===== config.mk =====
export PLATFORM = sky130hd
export DESIGN_NAME = flash_adc_encode_pipeline
export DESIGN_NICKNAME = d
export VERILOG_FILES = /design/src/logic/flash_adc_encode_pipeline.v /design/src/logic/col_decoder.v
export VERILOG_INCLUDE_DIRS = /design/src /design/src/logic
export SDC_FILE = /design/constraint.sdc
export NUM_CORES = 1
export LEC_CHECK = 0
export BUFFER_PORTS_ARGS = -buffer_cell sky130_fd_sc_hd__buf_4
export CAP_MARGIN = 20
export CORE_ASPECT_RATIO = 1.5
export CORE_MARGIN = 2
export CORE_UTILIZATION = 40
export DETAILED_ROUTE_END_ITERATION = 8
export GPL_ROUTABILITY_DRIVEN = 0
export HOLD_SLACK_MARGIN = 0.15
export PLACE_DENSITY = 0.62
export SLEW_MARGIN = 20
export SYNTH_ARGS = -nofsm -noshare
export SYNTH_HDL_FRONTEND = slang
export SYNTH_SLANG_ARGS = --single-unit

===== constraint.sdc =====
create_clock -name clock -period 1.61 [get_ports clock]
set_input_delay 0.161 -clock clock [delete_from_list [all_inputs] [get_ports clock]]
set_output_delay 0.161 -clock clock [all_outputs]
set_load 0.02 [all_outputs]

===== src/logic/flash_enc_defs.vh =====
// constants for the flash converter encode pipeline
// assumes a single clock; no registers reachable by software
`ifndef FLASH_ENC_DEFS_VH
`define FLASH_ENC_DEFS_VH
`define NUM_LEVELS 256
`define NUM_COLS 4
`define COL_WIDTH 64
`define LSB_WIDTH 6
`define MSB_WIDTH 2
`define RESULT_WIDTH 8
`define COL_LATCH_WIDTH 7
`define OVERRANGE_CODE 8'h80
`define ZERO_CODE 8'h00
`endif


===== src/logic/flash_adc_encode_pipeline.v =====
// digital back end of an 8-bit flash converter: thermometer to demuxed gray output
// assumes comparator bits arrive synchronous to clock; no reset on the data path ahead of the output banks
`include "flash_enc_defs.vh"
module flash_adc_encode_pipeline (
   // clock and reset
   input wire clock,
   input wire rst,
   // comparator results, bit k set when input is above level k
   input wire [255:0] comparator_bits,
   // overrange comparator, above top plus half step
   input wire overrange_cmp,
   // bank a
   output reg [7:0] result_bits_bank_a,
   output reg overrange_flag_a,
   output wire sample_valid_strobe_a,
   output wire sample_valid_strobe_a_n,
   // bank b
   output reg [7:0] result_bits_bank_b,
   output reg overrange_flag_b,
   output wire sample_valid_strobe_b,
   output wire sample_valid_strobe_b_n
);

   // sampling stage
   reg [255:0] therm_ff;
   reg over_ff;

   // decoder input stage
   reg [255:0] col_in_ff;
   reg col_over_ff;

   // column latch stage: four 7-bit words side by side
   reg [27:0] col_latch_ff;
   // overrange travels with the latched columns, one stage per stage
   reg latch_over_ff;

   // pipeline control
   reg col_valid_ff;
   reg bank_sel_ff;
   reg dr_a_ff;
   reg dr_b_ff;
   reg nxt_col_valid;
   reg nxt_bank_sel;
   reg nxt_dr_a;
   reg nxt_dr_b;

   // decoder outputs
   wire [23:0] col_count;
   wire [3:0] col_full;
   wire [27:0] col_word;

   // merge and encode
   reg [1:0] sel_col;
   reg [5:0] sel_lsb;
   wire [7:0] bin_code;
   wire [7:0] gray_code;
   wire all_full;
   wire all_empty;
   reg [7:0] nxt_code;
   reg nxt_over;

   // next values of the output banks
   reg [7:0] nxt_result_a;
   reg nxt_over_a;
   reg [7:0] nxt_result_b;
   reg nxt_over_b;

   // freeze tracked comparator bits at the sampling edge
   always @(posedge clock) begin
      therm_ff <= comparator_bits;
   end

   always @(posedge clock) begin
      over_ff <= overrange_cmp;
   end

   // decoder input register; the falling half-cycle is folded into this edge
   always @(posedge clock) begin
      col_in_ff <= therm_ff;
   end

   always @(posedge clock) begin
      col_over_ff <= over_ff;
   end

   genvar g;
   generate
      for (g = 0; g < 4; g = g + 1) begin : cols
         col_decoder u_col_decoder (
            .therm(col_in_ff[g*64 +: 64]),
            .count(col_count[g*6 +: 6]),
            .full(col_full[g])
         );
         // 7-bit word: column-full flag above the count
         assign col_word[g*7 +: 7] = {col_full[g], col_count[g*6 +: 6]};
      end
   endgenerate

   // one latch for all columns keeps a single driver on the word
   always @(posedge clock) begin
      col_latch_ff <= col_word;
   end

   // without this stage the flag would run one sample ahead of the code
   always @(posedge clock) begin
      latch_over_ff <= col_over_ff;
   end

   // pick the topmost column whose lower neighbour is full
   always @* begin
      if (col_latch_ff[20]) begin
         sel_col = 2'h3;
         sel_lsb = col_latch_ff[26:21];
      end else if (col_latch_ff[13]) begin
         sel_col = 2'h2;
         sel_lsb = col_latch_ff[19:14];
      end else if (col_latch_ff[6]) begin
         sel_col = 2'h1;
         sel_lsb = col_latch_ff[12:7];
      end else begin
         sel_col = 2'h0;
         sel_lsb = col_latch_ff[5:0];
      end
   end

   assign bin_code = {sel_col, sel_lsb};

   // reflected binary, one exclusive-or per bit pair
   generate
      for (g = 0; g < 7; g = g + 1) begin : gray_bits
         assign gray_code[g] = bin_code[g] ^ bin_code[g+1];
      end
   endgenerate

   assign gray_code[7] = bin_code[7];

   // all 256 levels set, or none set at all
   assign all_full = col_latch_ff[27];
   assign all_empty = ~col_latch_ff[6] & (col_latch_ff[5:0] == 6'h00);

   always @* begin
      if (all_full && latch_over_ff) begin
         nxt_code = `OVERRANGE_CODE;
         nxt_over = 1'b1;
      end else if (all_empty) begin
         nxt_code = `ZERO_CODE;
         nxt_over = 1'b0;
      end else begin
         nxt_code = gray_code;
         nxt_over = 1'b0;
      end
   end

   // valid rises at the first edge after reset, without waiting for the pipeline to fill
   always @* begin
      nxt_col_valid = 1'b1;
      nxt_bank_sel = bank_sel_ff;
      nxt_dr_a = 1'b0;
      nxt_dr_b = 1'b0;
      if (col_valid_ff) begin
         nxt_bank_sel = ~bank_sel_ff;
         nxt_dr_a = ~bank_sel_ff;
         nxt_dr_b = bank_sel_ff;
      end
   end

   always @(posedge clock) begin
      if (rst) begin
         col_valid_ff <= 1'b0;
         bank_sel_ff <= 1'b0;
      end else begin
         col_valid_ff <= nxt_col_valid;
         bank_sel_ff <= nxt_bank_sel;
      end
   end

   always @(posedge clock) begin
      if (rst) begin
         dr_a_ff <= 1'b0;
         dr_b_ff <= 1'b0;
      end else begin
         dr_a_ff <= nxt_dr_a;
         dr_b_ff <= nxt_dr_b;
      end
   end

   // output latches; a bank holds while the other updates
   always @* begin
      nxt_result_a = result_bits_bank_a;
      nxt_over_a = overrange_flag_a;
      if (col_valid_ff && !bank_sel_ff) begin
         nxt_result_a = nxt_code;
         nxt_over_a = nxt_over;
      end
   end

   always @* begin
      nxt_result_b = result_bits_bank_b;
      nxt_over_b = overrange_flag_b;
      if (col_valid_ff && bank_sel_ff) begin
         nxt_result_b = nxt_code;
         nxt_over_b = nxt_over;
      end
   end

   always @(posedge clock) begin
      if (rst) begin
         result_bits_bank_a <= 8'h00;
         overrange_flag_a <= 1'b0;
      end else begin
         result_bits_bank_a <= nxt_result_a;
         overrange_flag_a <= nxt_over_a;
      end
   end

   always @(posedge clock) begin
      if (rst) begin
         result_bits_bank_b <= 8'h00;
         overrange_flag_b <= 1'b0;
      end else begin
         result_bits_bank_b <= nxt_result_b;
         overrange_flag_b <= nxt_over_b;
      end
   end

   // both polarities come from one flop, so the pair never skews apart
   assign sample_valid_strobe_a = dr_a_ff;
   assign sample_valid_strobe_a_n = ~dr_a_ff;
   assign sample_valid_strobe_b = dr_b_ff;
   assign sample_valid_strobe_b_n = ~dr_b_ff;
endmodule


===== src/logic/col_decoder.v =====
// one 64-to-6 thermometer column decoder
// assumes a thermometer input, ones from bit 0 upward; bubbles are tolerated
module col_decoder (
   // thermometer column
   input wire [63:0] therm,
   // highest set bit of bits 0 to 62, plus one, and a column-full flag
   output reg [5:0] count,
   output reg full
);
   integer i;
   always @* begin
      count = 6'h00;
      full = therm[63];
      // highest set bit wins, so a stray low bubble cannot lower the code
      for (i = 0; i < 63; i = i + 1) begin
         if (therm[i]) begin
            count = i[5:0] + 6'h01;
         end
      end
   end
endmodule


==> results of run 1 <==
-- per-stage QoR --
stage	setup TNS (ns)	total power, mW	utilization (%)	setup WS, ns	hold slack, ns
finish	-0.556	29.4	62.8	-0.206	0.233
global route	-1.43	30.4	62.8	-0.265	0.223
CTS	-0.642	29.6	62.1	-0.252	0.208
detailed placement	-1.58	16.6	49.7	-0.329	0.266
global placement	-1.50	16.6	49.7	-0.347	0.266
floorplan	0	15.7	-	0.00343	0.189
-- flip-flops by register name (all words and copies together) (netlist names) --
name                   cells
therm_ff                 256
col_in_ff                256
overrange_flag_b           1
col_latch_ff              28
col_over_ff                1
latch_over_ff              1
sample_valid_strobe_a      1
bank_sel_ff                1
result_bits_bank_b         8
result_bits_bank_a         8
overrange_flag_a           1
over_ff                    1
sample_valid_strobe_b      1
col_valid_ff               1
-- cells by family after synthesis --
| family | synth area share (%) |
|---|---|
| flip-flops | 76.9 |
| AND/OR/NAND/NOR | 11.1 |
| AO/OA/AOI/OAI | 9.47 |
| buffers and inverters | 1.39 |
| multiplexers | 0.748 |
| XOR/XNOR | 0.357 |
-- layout by cell type, fill, tap and decap left out, drive strengths merged, types with 17 or more instances in the layout --
cell type and n:
nor4 63, nand2 59, clkbuf 62, inv 58, dlygate4sd3 258, nand3 17
buf 373, o21ai 49, nor3 39, dfxtp 565, a21oi 65, nor2 115
-- cell type report --
cell class	count	area share, %
sequential	565	49.4
timing repair buffer	631	23.6
multi-input combinational	569	15.7
clock buffer	62	6.06
tap	484	2.64
clock inverter	31	1.69
inverter	50	0.819
antenna	4	0.0437
-- how the worst max path moves through the flow --
stage	endpoint	slack, ns	cells after the start
final	col_latch_ff[23]	-0.21	6
after floorplan	col_latch_ff[18]	0.003	5
after global routing	col_latch_ff[23]	-0.27	6
after global placement	col_latch_ff[22]	-0.35	9
after CTS	col_latch_ff[23]	-0.25	6
after detailed placement	col_latch_ff[22]	-0.33	9
-- where the power goes --
group	internal, mW	switching (mW)	leakage (nW)	total [mW]
Sequential	14.7	0.418	4.76	15.1
Clock	7.34	5.13	0.870	12.5
Combinational	1.16	0.625	4.05	1.79
-- worst register-to-register path: stages, from the launching register on --
cell and delay [ns]:
dfxtp_2 0.32, or4_4 0.56, o2111ai_4 0.26, a31oi_4 0.14, nor4b_2 0.24, o21ai_1 0.10, a21oi_1 0.15
-- routing by layer --
layer	wire length, um	GRT usage [%]	vias to the layer above
met3	1630	3.04	106
met1	13200	18.1	5063
met4	1760	9.42	2
met2	19900	36.4	315
li1	-	-	5540
met5	16	0	-
-- timing repair --
action / in CTS / in global routing
gates resized for setup: 43 / 59
hold endpoints to repair: 279 / 0
buffers inserted: 1 / 2
setup endpoints to repair: 17 / 33
pin swaps: 18 / 26
hold buffers: 258 / 0
==> impl_metrics.toml, run 1 <==
[finish]
final-seq-area_um2 = 11300
finalInstanceArea_um2 = 22900
fillers = 2670
syn_to_final_growth_pct = 55.7
drive_above_1_share_pct = 28.2
fin_nets = 2126
multiInputGateArea_um2 = 3600
final-instance-count-excl-fill = 2396

[placed_design]
io_buffer_count = 280
placed_cells = 2041
dp_hpwl_mm = 24.1
dpl_cell_area_um2 = 18100

[routing]
drc_errors = 0
vias = 11000
drt-total-wl_mm = 36.6
postRouteAntennaNets = 0
drtIter0Drc = 442
drt-pass1-iter-count = 5
via_per_inst = 4.60
routedWlPerCell_um = 15.3

[power_and_ir_drop]
irDropWorstVdd_uv = 1070
leakagePower_nw = 9.67
power_density_nw_per_um2 = 1280

[clock_tree]
clk_pin_slew_ns = 0.07
clock_latency_ns = 0.57
cts_sinks = 565
cts_root_buffer = "clkbuf_16"
cts.path.max_buffers = 3
htreeDepth = 2
cts_tree = "built"
cts_buffers = 50

[setup_path]
critical_path_class = "reg -> reg"
critPathLaunch = "col_in_ff[199]"
critPathCaptureType = "flop"
worst-path-buf-inv = 0
r2r-start = "col_in_ff[199]"
start_kind = "flop"
path_max_fanout = 2
crit_required_ns = 2.10
critPathTopFamily = "simple AND/OR/NAND/NOR gates"
crit_arrival_ns = 2.30
r2r_slack_ns = -0.21
ff2ff_path_depth = 6
rr_endpoint = "col_latch_ff[23]"
slowest_delay_ns = 0.56
cpMaxStageDelayCell = "or4_4"
crit_chain = "or4_4 -> o2111ai_4 -> a31oi_4 -> nor4b_2 -> o21ai_1 -> a21oi_1"

[synth]
yosysTopAreaCellShare_pct = 76.9
ys_async_sr_fraction_pct = 0
yosysMostFrequentCell = "dfxtp_1"
yosys.area.top_type = "dfxtp_1"
synth-seq-area-share_pct = 76.9
synth_area_per_cell_um2 = 12.4
ys_top_cells_by_area = "dfxtp_1 (77%), nor2_1 (2.9%), nor4_1 (2.6%)"
synthCells = 1188
syn_area_um2 = 14700
synth_flop_cell = "dfxtp_1"
synth_edf_count = 0
yosys.cell_types.count = 47
netlist_top_cells_count = "dfxtp_1 (565), nor2_1 (115), a21oi_1 (65)"
synthesis.nets = 1447
ys_ff_latch = 565
yosys_warnings = 0

[timing]
finalMaxSlewViolations = 0
finClkSkew_ns = 0.0282
fmax_ghz = 0.551
hold_viol = 0
rsz0062_at_grt = "yes"
relSlewSlack_pct = 53.7
final-setup-viol-count = 7
min_period_over_period_pct = 113
worstMarginPinSlew_ns = 0.686
min_period_ns = 1.82
setup_ws_ns = -0.206

[worst_hold_path]
min_path_type = "in -> reg"
hp-start = "comparator_bits[189]"
whs_path_depth = 2
hold_end = "therm_ff[189]"

[die]
pin_count = 281
die_area_um2 = 38400
core_um2 = 36500
die_x_um = 161
initial_core_util_pct = 40.3
std_cell_rows = 86
die_h_um = 239

[job]
cap_viol_max_count = 0

[global_route]
grt_usage_pct = 18.4
antenna_found_initial = 5
grt_pass1_vias = 11800
grt_pass1_wl_mm = 56.1
gr-total-overflow = 0
grt_max_degree = 19

[outcome]
outcome = "finished with violations"
violations = "negative setup slack"
(Power assumes the default switching activity.)
==> run 2, diff against run 1 <==
PLACE_DENSITY = 0.6   (was 0.62)
clock period = 1.77 ns   (was 1.61 ns; I/O delays follow)
==> run 2 against run 1 <==
  * Global-route usage hardly changed
  * The run still ends with negative setup slack left
  * Flip-flop and latch count stayed put
  * Register-to-register slack better by 0.17 ns
  * Wire length is 0.42% lower
  * Non-clock buffer count is 49 lower
  * Clock skew is 0.014 ns lower
  * Clock power is 12% lower
  * First-iteration DRC count is 4.8% higher
  * Worst hold slack better by 0.014 ns
  * Via count is 2.1% lower
  * Power is 11% lower
  * Setup slack better by 0.17 ns
==> impl_metrics.toml, run 2 (synthesis gave the netlist of run 1 again) <==
[setup_path]
slowest_delay_ns = 0.55
critPathTopFamily = "simple AND/OR/NAND/NOR gates"
critPathCaptureType = "flop"
worst-path-buf-inv = 0
crit_arrival_ns = 2.29
cpMaxStageDelayCell = "or4_4"
crit_chain = "or4_4 -> o2111ai_4 -> a31oi_4 -> nor4b_2 -> o21ai_1 -> a21oi_1"
crit_required_ns = 2.25
critical_path_class = "reg -> reg"
start_kind = "flop"
path_max_fanout = 2

[finish]
finalInstanceArea_um2 = 22200
fin_nets = 2076
layout_common_cells = "dfxtp_1 (563), buf_4 (324), dlygate4sd3_1 (258)"
drive_above_1_share_pct = 23.7
layout_commonest_cell = "dfxtp_1"
reg.largest.list = "col_in_ff x256, therm_ff x256, col_latch_ff x28"
final_core_util_pct = 60.9
fillers = 2804
syn_to_final_growth_pct = 50.9

[placed_design]
dp_hpwl_mm = 24.3
dpl_cell_area_um2 = 17700
io_buffer_count = 280

[die]
die_x_um = 161
die_h_um = 239
die_area_um2 = 38400
initial_core_util_pct = 40.3
pin_count = 281
std_cell_rows = 86
core_um2 = 36500

[global_route]
antenna_found_initial = 2
gr-total-overflow = 0
grt_usage_pct = 18.4
grt_max_degree = 17
grt_pass1_wl_mm = 55.6
grt_pass1_vias = 11400

[clock_tree]
clk_pin_slew_ns = 0.07
cts_root_buffer = "clkbuf_16"
cts_sinks = 565
htreeDepth = 2
cts.path.max_buffers = 3
cts_buffers = 49
clock_latency_ns = 0.56
cts_tree = "built"

[routing]
routedWlPerCell_um = 15.6
postRouteAntennaNets = 0
vias = 10800
drtIter0Drc = 463
via_per_inst = 4.61
drt-pass1-iter-count = 5
drc_errors = 0
drt-total-wl_mm = 36.4

[outcome]
outcome = "finished with violations"
violations = "negative setup slack"

[timing]
worstMarginPinSlew_ns = 0.696
relSlewSlack_pct = 53.0
fmax_ghz = 0.553
hold_viol = 0
setup_ws_ns = -0.0398
rsz0062_at_grt = "yes"
finalMaxSlewViolations = 0
min_period_over_period_pct = 102
min_period_ns = 1.81
finClkSkew_ns = 0.0143
final-setup-viol-count = 1

[power_and_ir_drop]
leakagePower_nw = 9.37
power_density_nw_per_um2 = 1190
irDropWorstVdd_uv = 778

[worst_hold_path]
min_path_type = "in -> reg"

[job]
cap_viol_max_count = 0
run 2: cell count changes in the layout (fill, tap and decap cells not counted), moves of 4 or more:
cell and delta:
o21ai_1 -6, dfxtp_2 -9, nor4_2 -4, dfxtp_1 +10, nor4_1 +7, a21oi_1 +5
o21ai_0 +7, nor2_1 +4, buf_4 -45, a21oi_2 -4
run 2: power by group:
| part | leakage, nW | switching (mW) | internal, mW |
|---|---|---|---|
| Clock | 0.837 | 4.56 | 6.47 |
| Sequential | 4.76 | 0.388 | 13.4 |
| Combinational | 3.78 | 0.516 | 0.982 |
| Total | 9.37 | 5.47 | 20.8 |
run 2: worst paths after layout:
kind / slack [ns] / startpoint / cells past startpoint / endpoint
worst max-delay path: -0.04 / col_in_ff[199] / 6 / col_latch_ff[23]
worst min-delay path: 0.25 / comparator_bits[155] / 2 / therm_ff[155]
worst min register to register: 0.32 / therm_ff[78] / 0 / col_in_ff[78]
worst max register to register: -0.04 / col_in_ff[199] / 6 / col_latch_ff[23]
run 2: layout make-up:
cell class / count / area, um2 / share of cell area (%)
sequential: 565 / 11300 / 51.0
timing repair buffer: 582 / 5010 / 22.6
multi-input combinational: 569 / 3360 / 15.2
clock buffer: 65 / 1400 / 6.30
tap: 484 / 606 / 2.73
clock inverter: 24 / 312 / 1.40
inverter: 50 / 188 / 0.845
antenna: 2 / 5.00 / 0.0225
run 2: what timing repair did:
item,CTS,global route
setup buffers,0,0
setup endpoints to repair,4,25
pin swaps,2,11
endpoints found under the hold margin,267,0
gates resized for setup,11,23
hold buffers,258,0
run 2: routing by layer:
metal | vias up | routed length [um] | GRT usage [%]
met5 | - | 0 | 0
met1 | 4975 | 13100 | 17.9
met2 | 300 | 19900 | 36.6
li1 | 5423 | - | -
met3 | 91 | 1880 | 3.68
met4 | 0 | 1520 | 8.63
run 2: worst register-to-register path, cell delays in order (launching register included):
cell and delay (ns):
dfxtp_1 0.31, or4_4 0.55, o2111ai_4 0.23, a31oi_4 0.13, nor4b_2 0.26, o21ai_1 0.09, a21oi_1 0.15
run 2: per-stage QoR:
step	power, mW	hold slack, ns	instances	setup TNS, ns	worst slack (ns)
final	26.3	0.247	2341	-0.0398	-0.0398
after detailed placement	15.0	0.282	1992	-0.272	-0.159
after global routing	27.3	0.238	2341	-0.143	-0.135
after CTS	26.5	0.220	2339	-0.108	-0.108
after floorplan	14.3	0.205	1188	0	0.143
after global placement	15.0	0.282	1992	-0.160	-0.0870
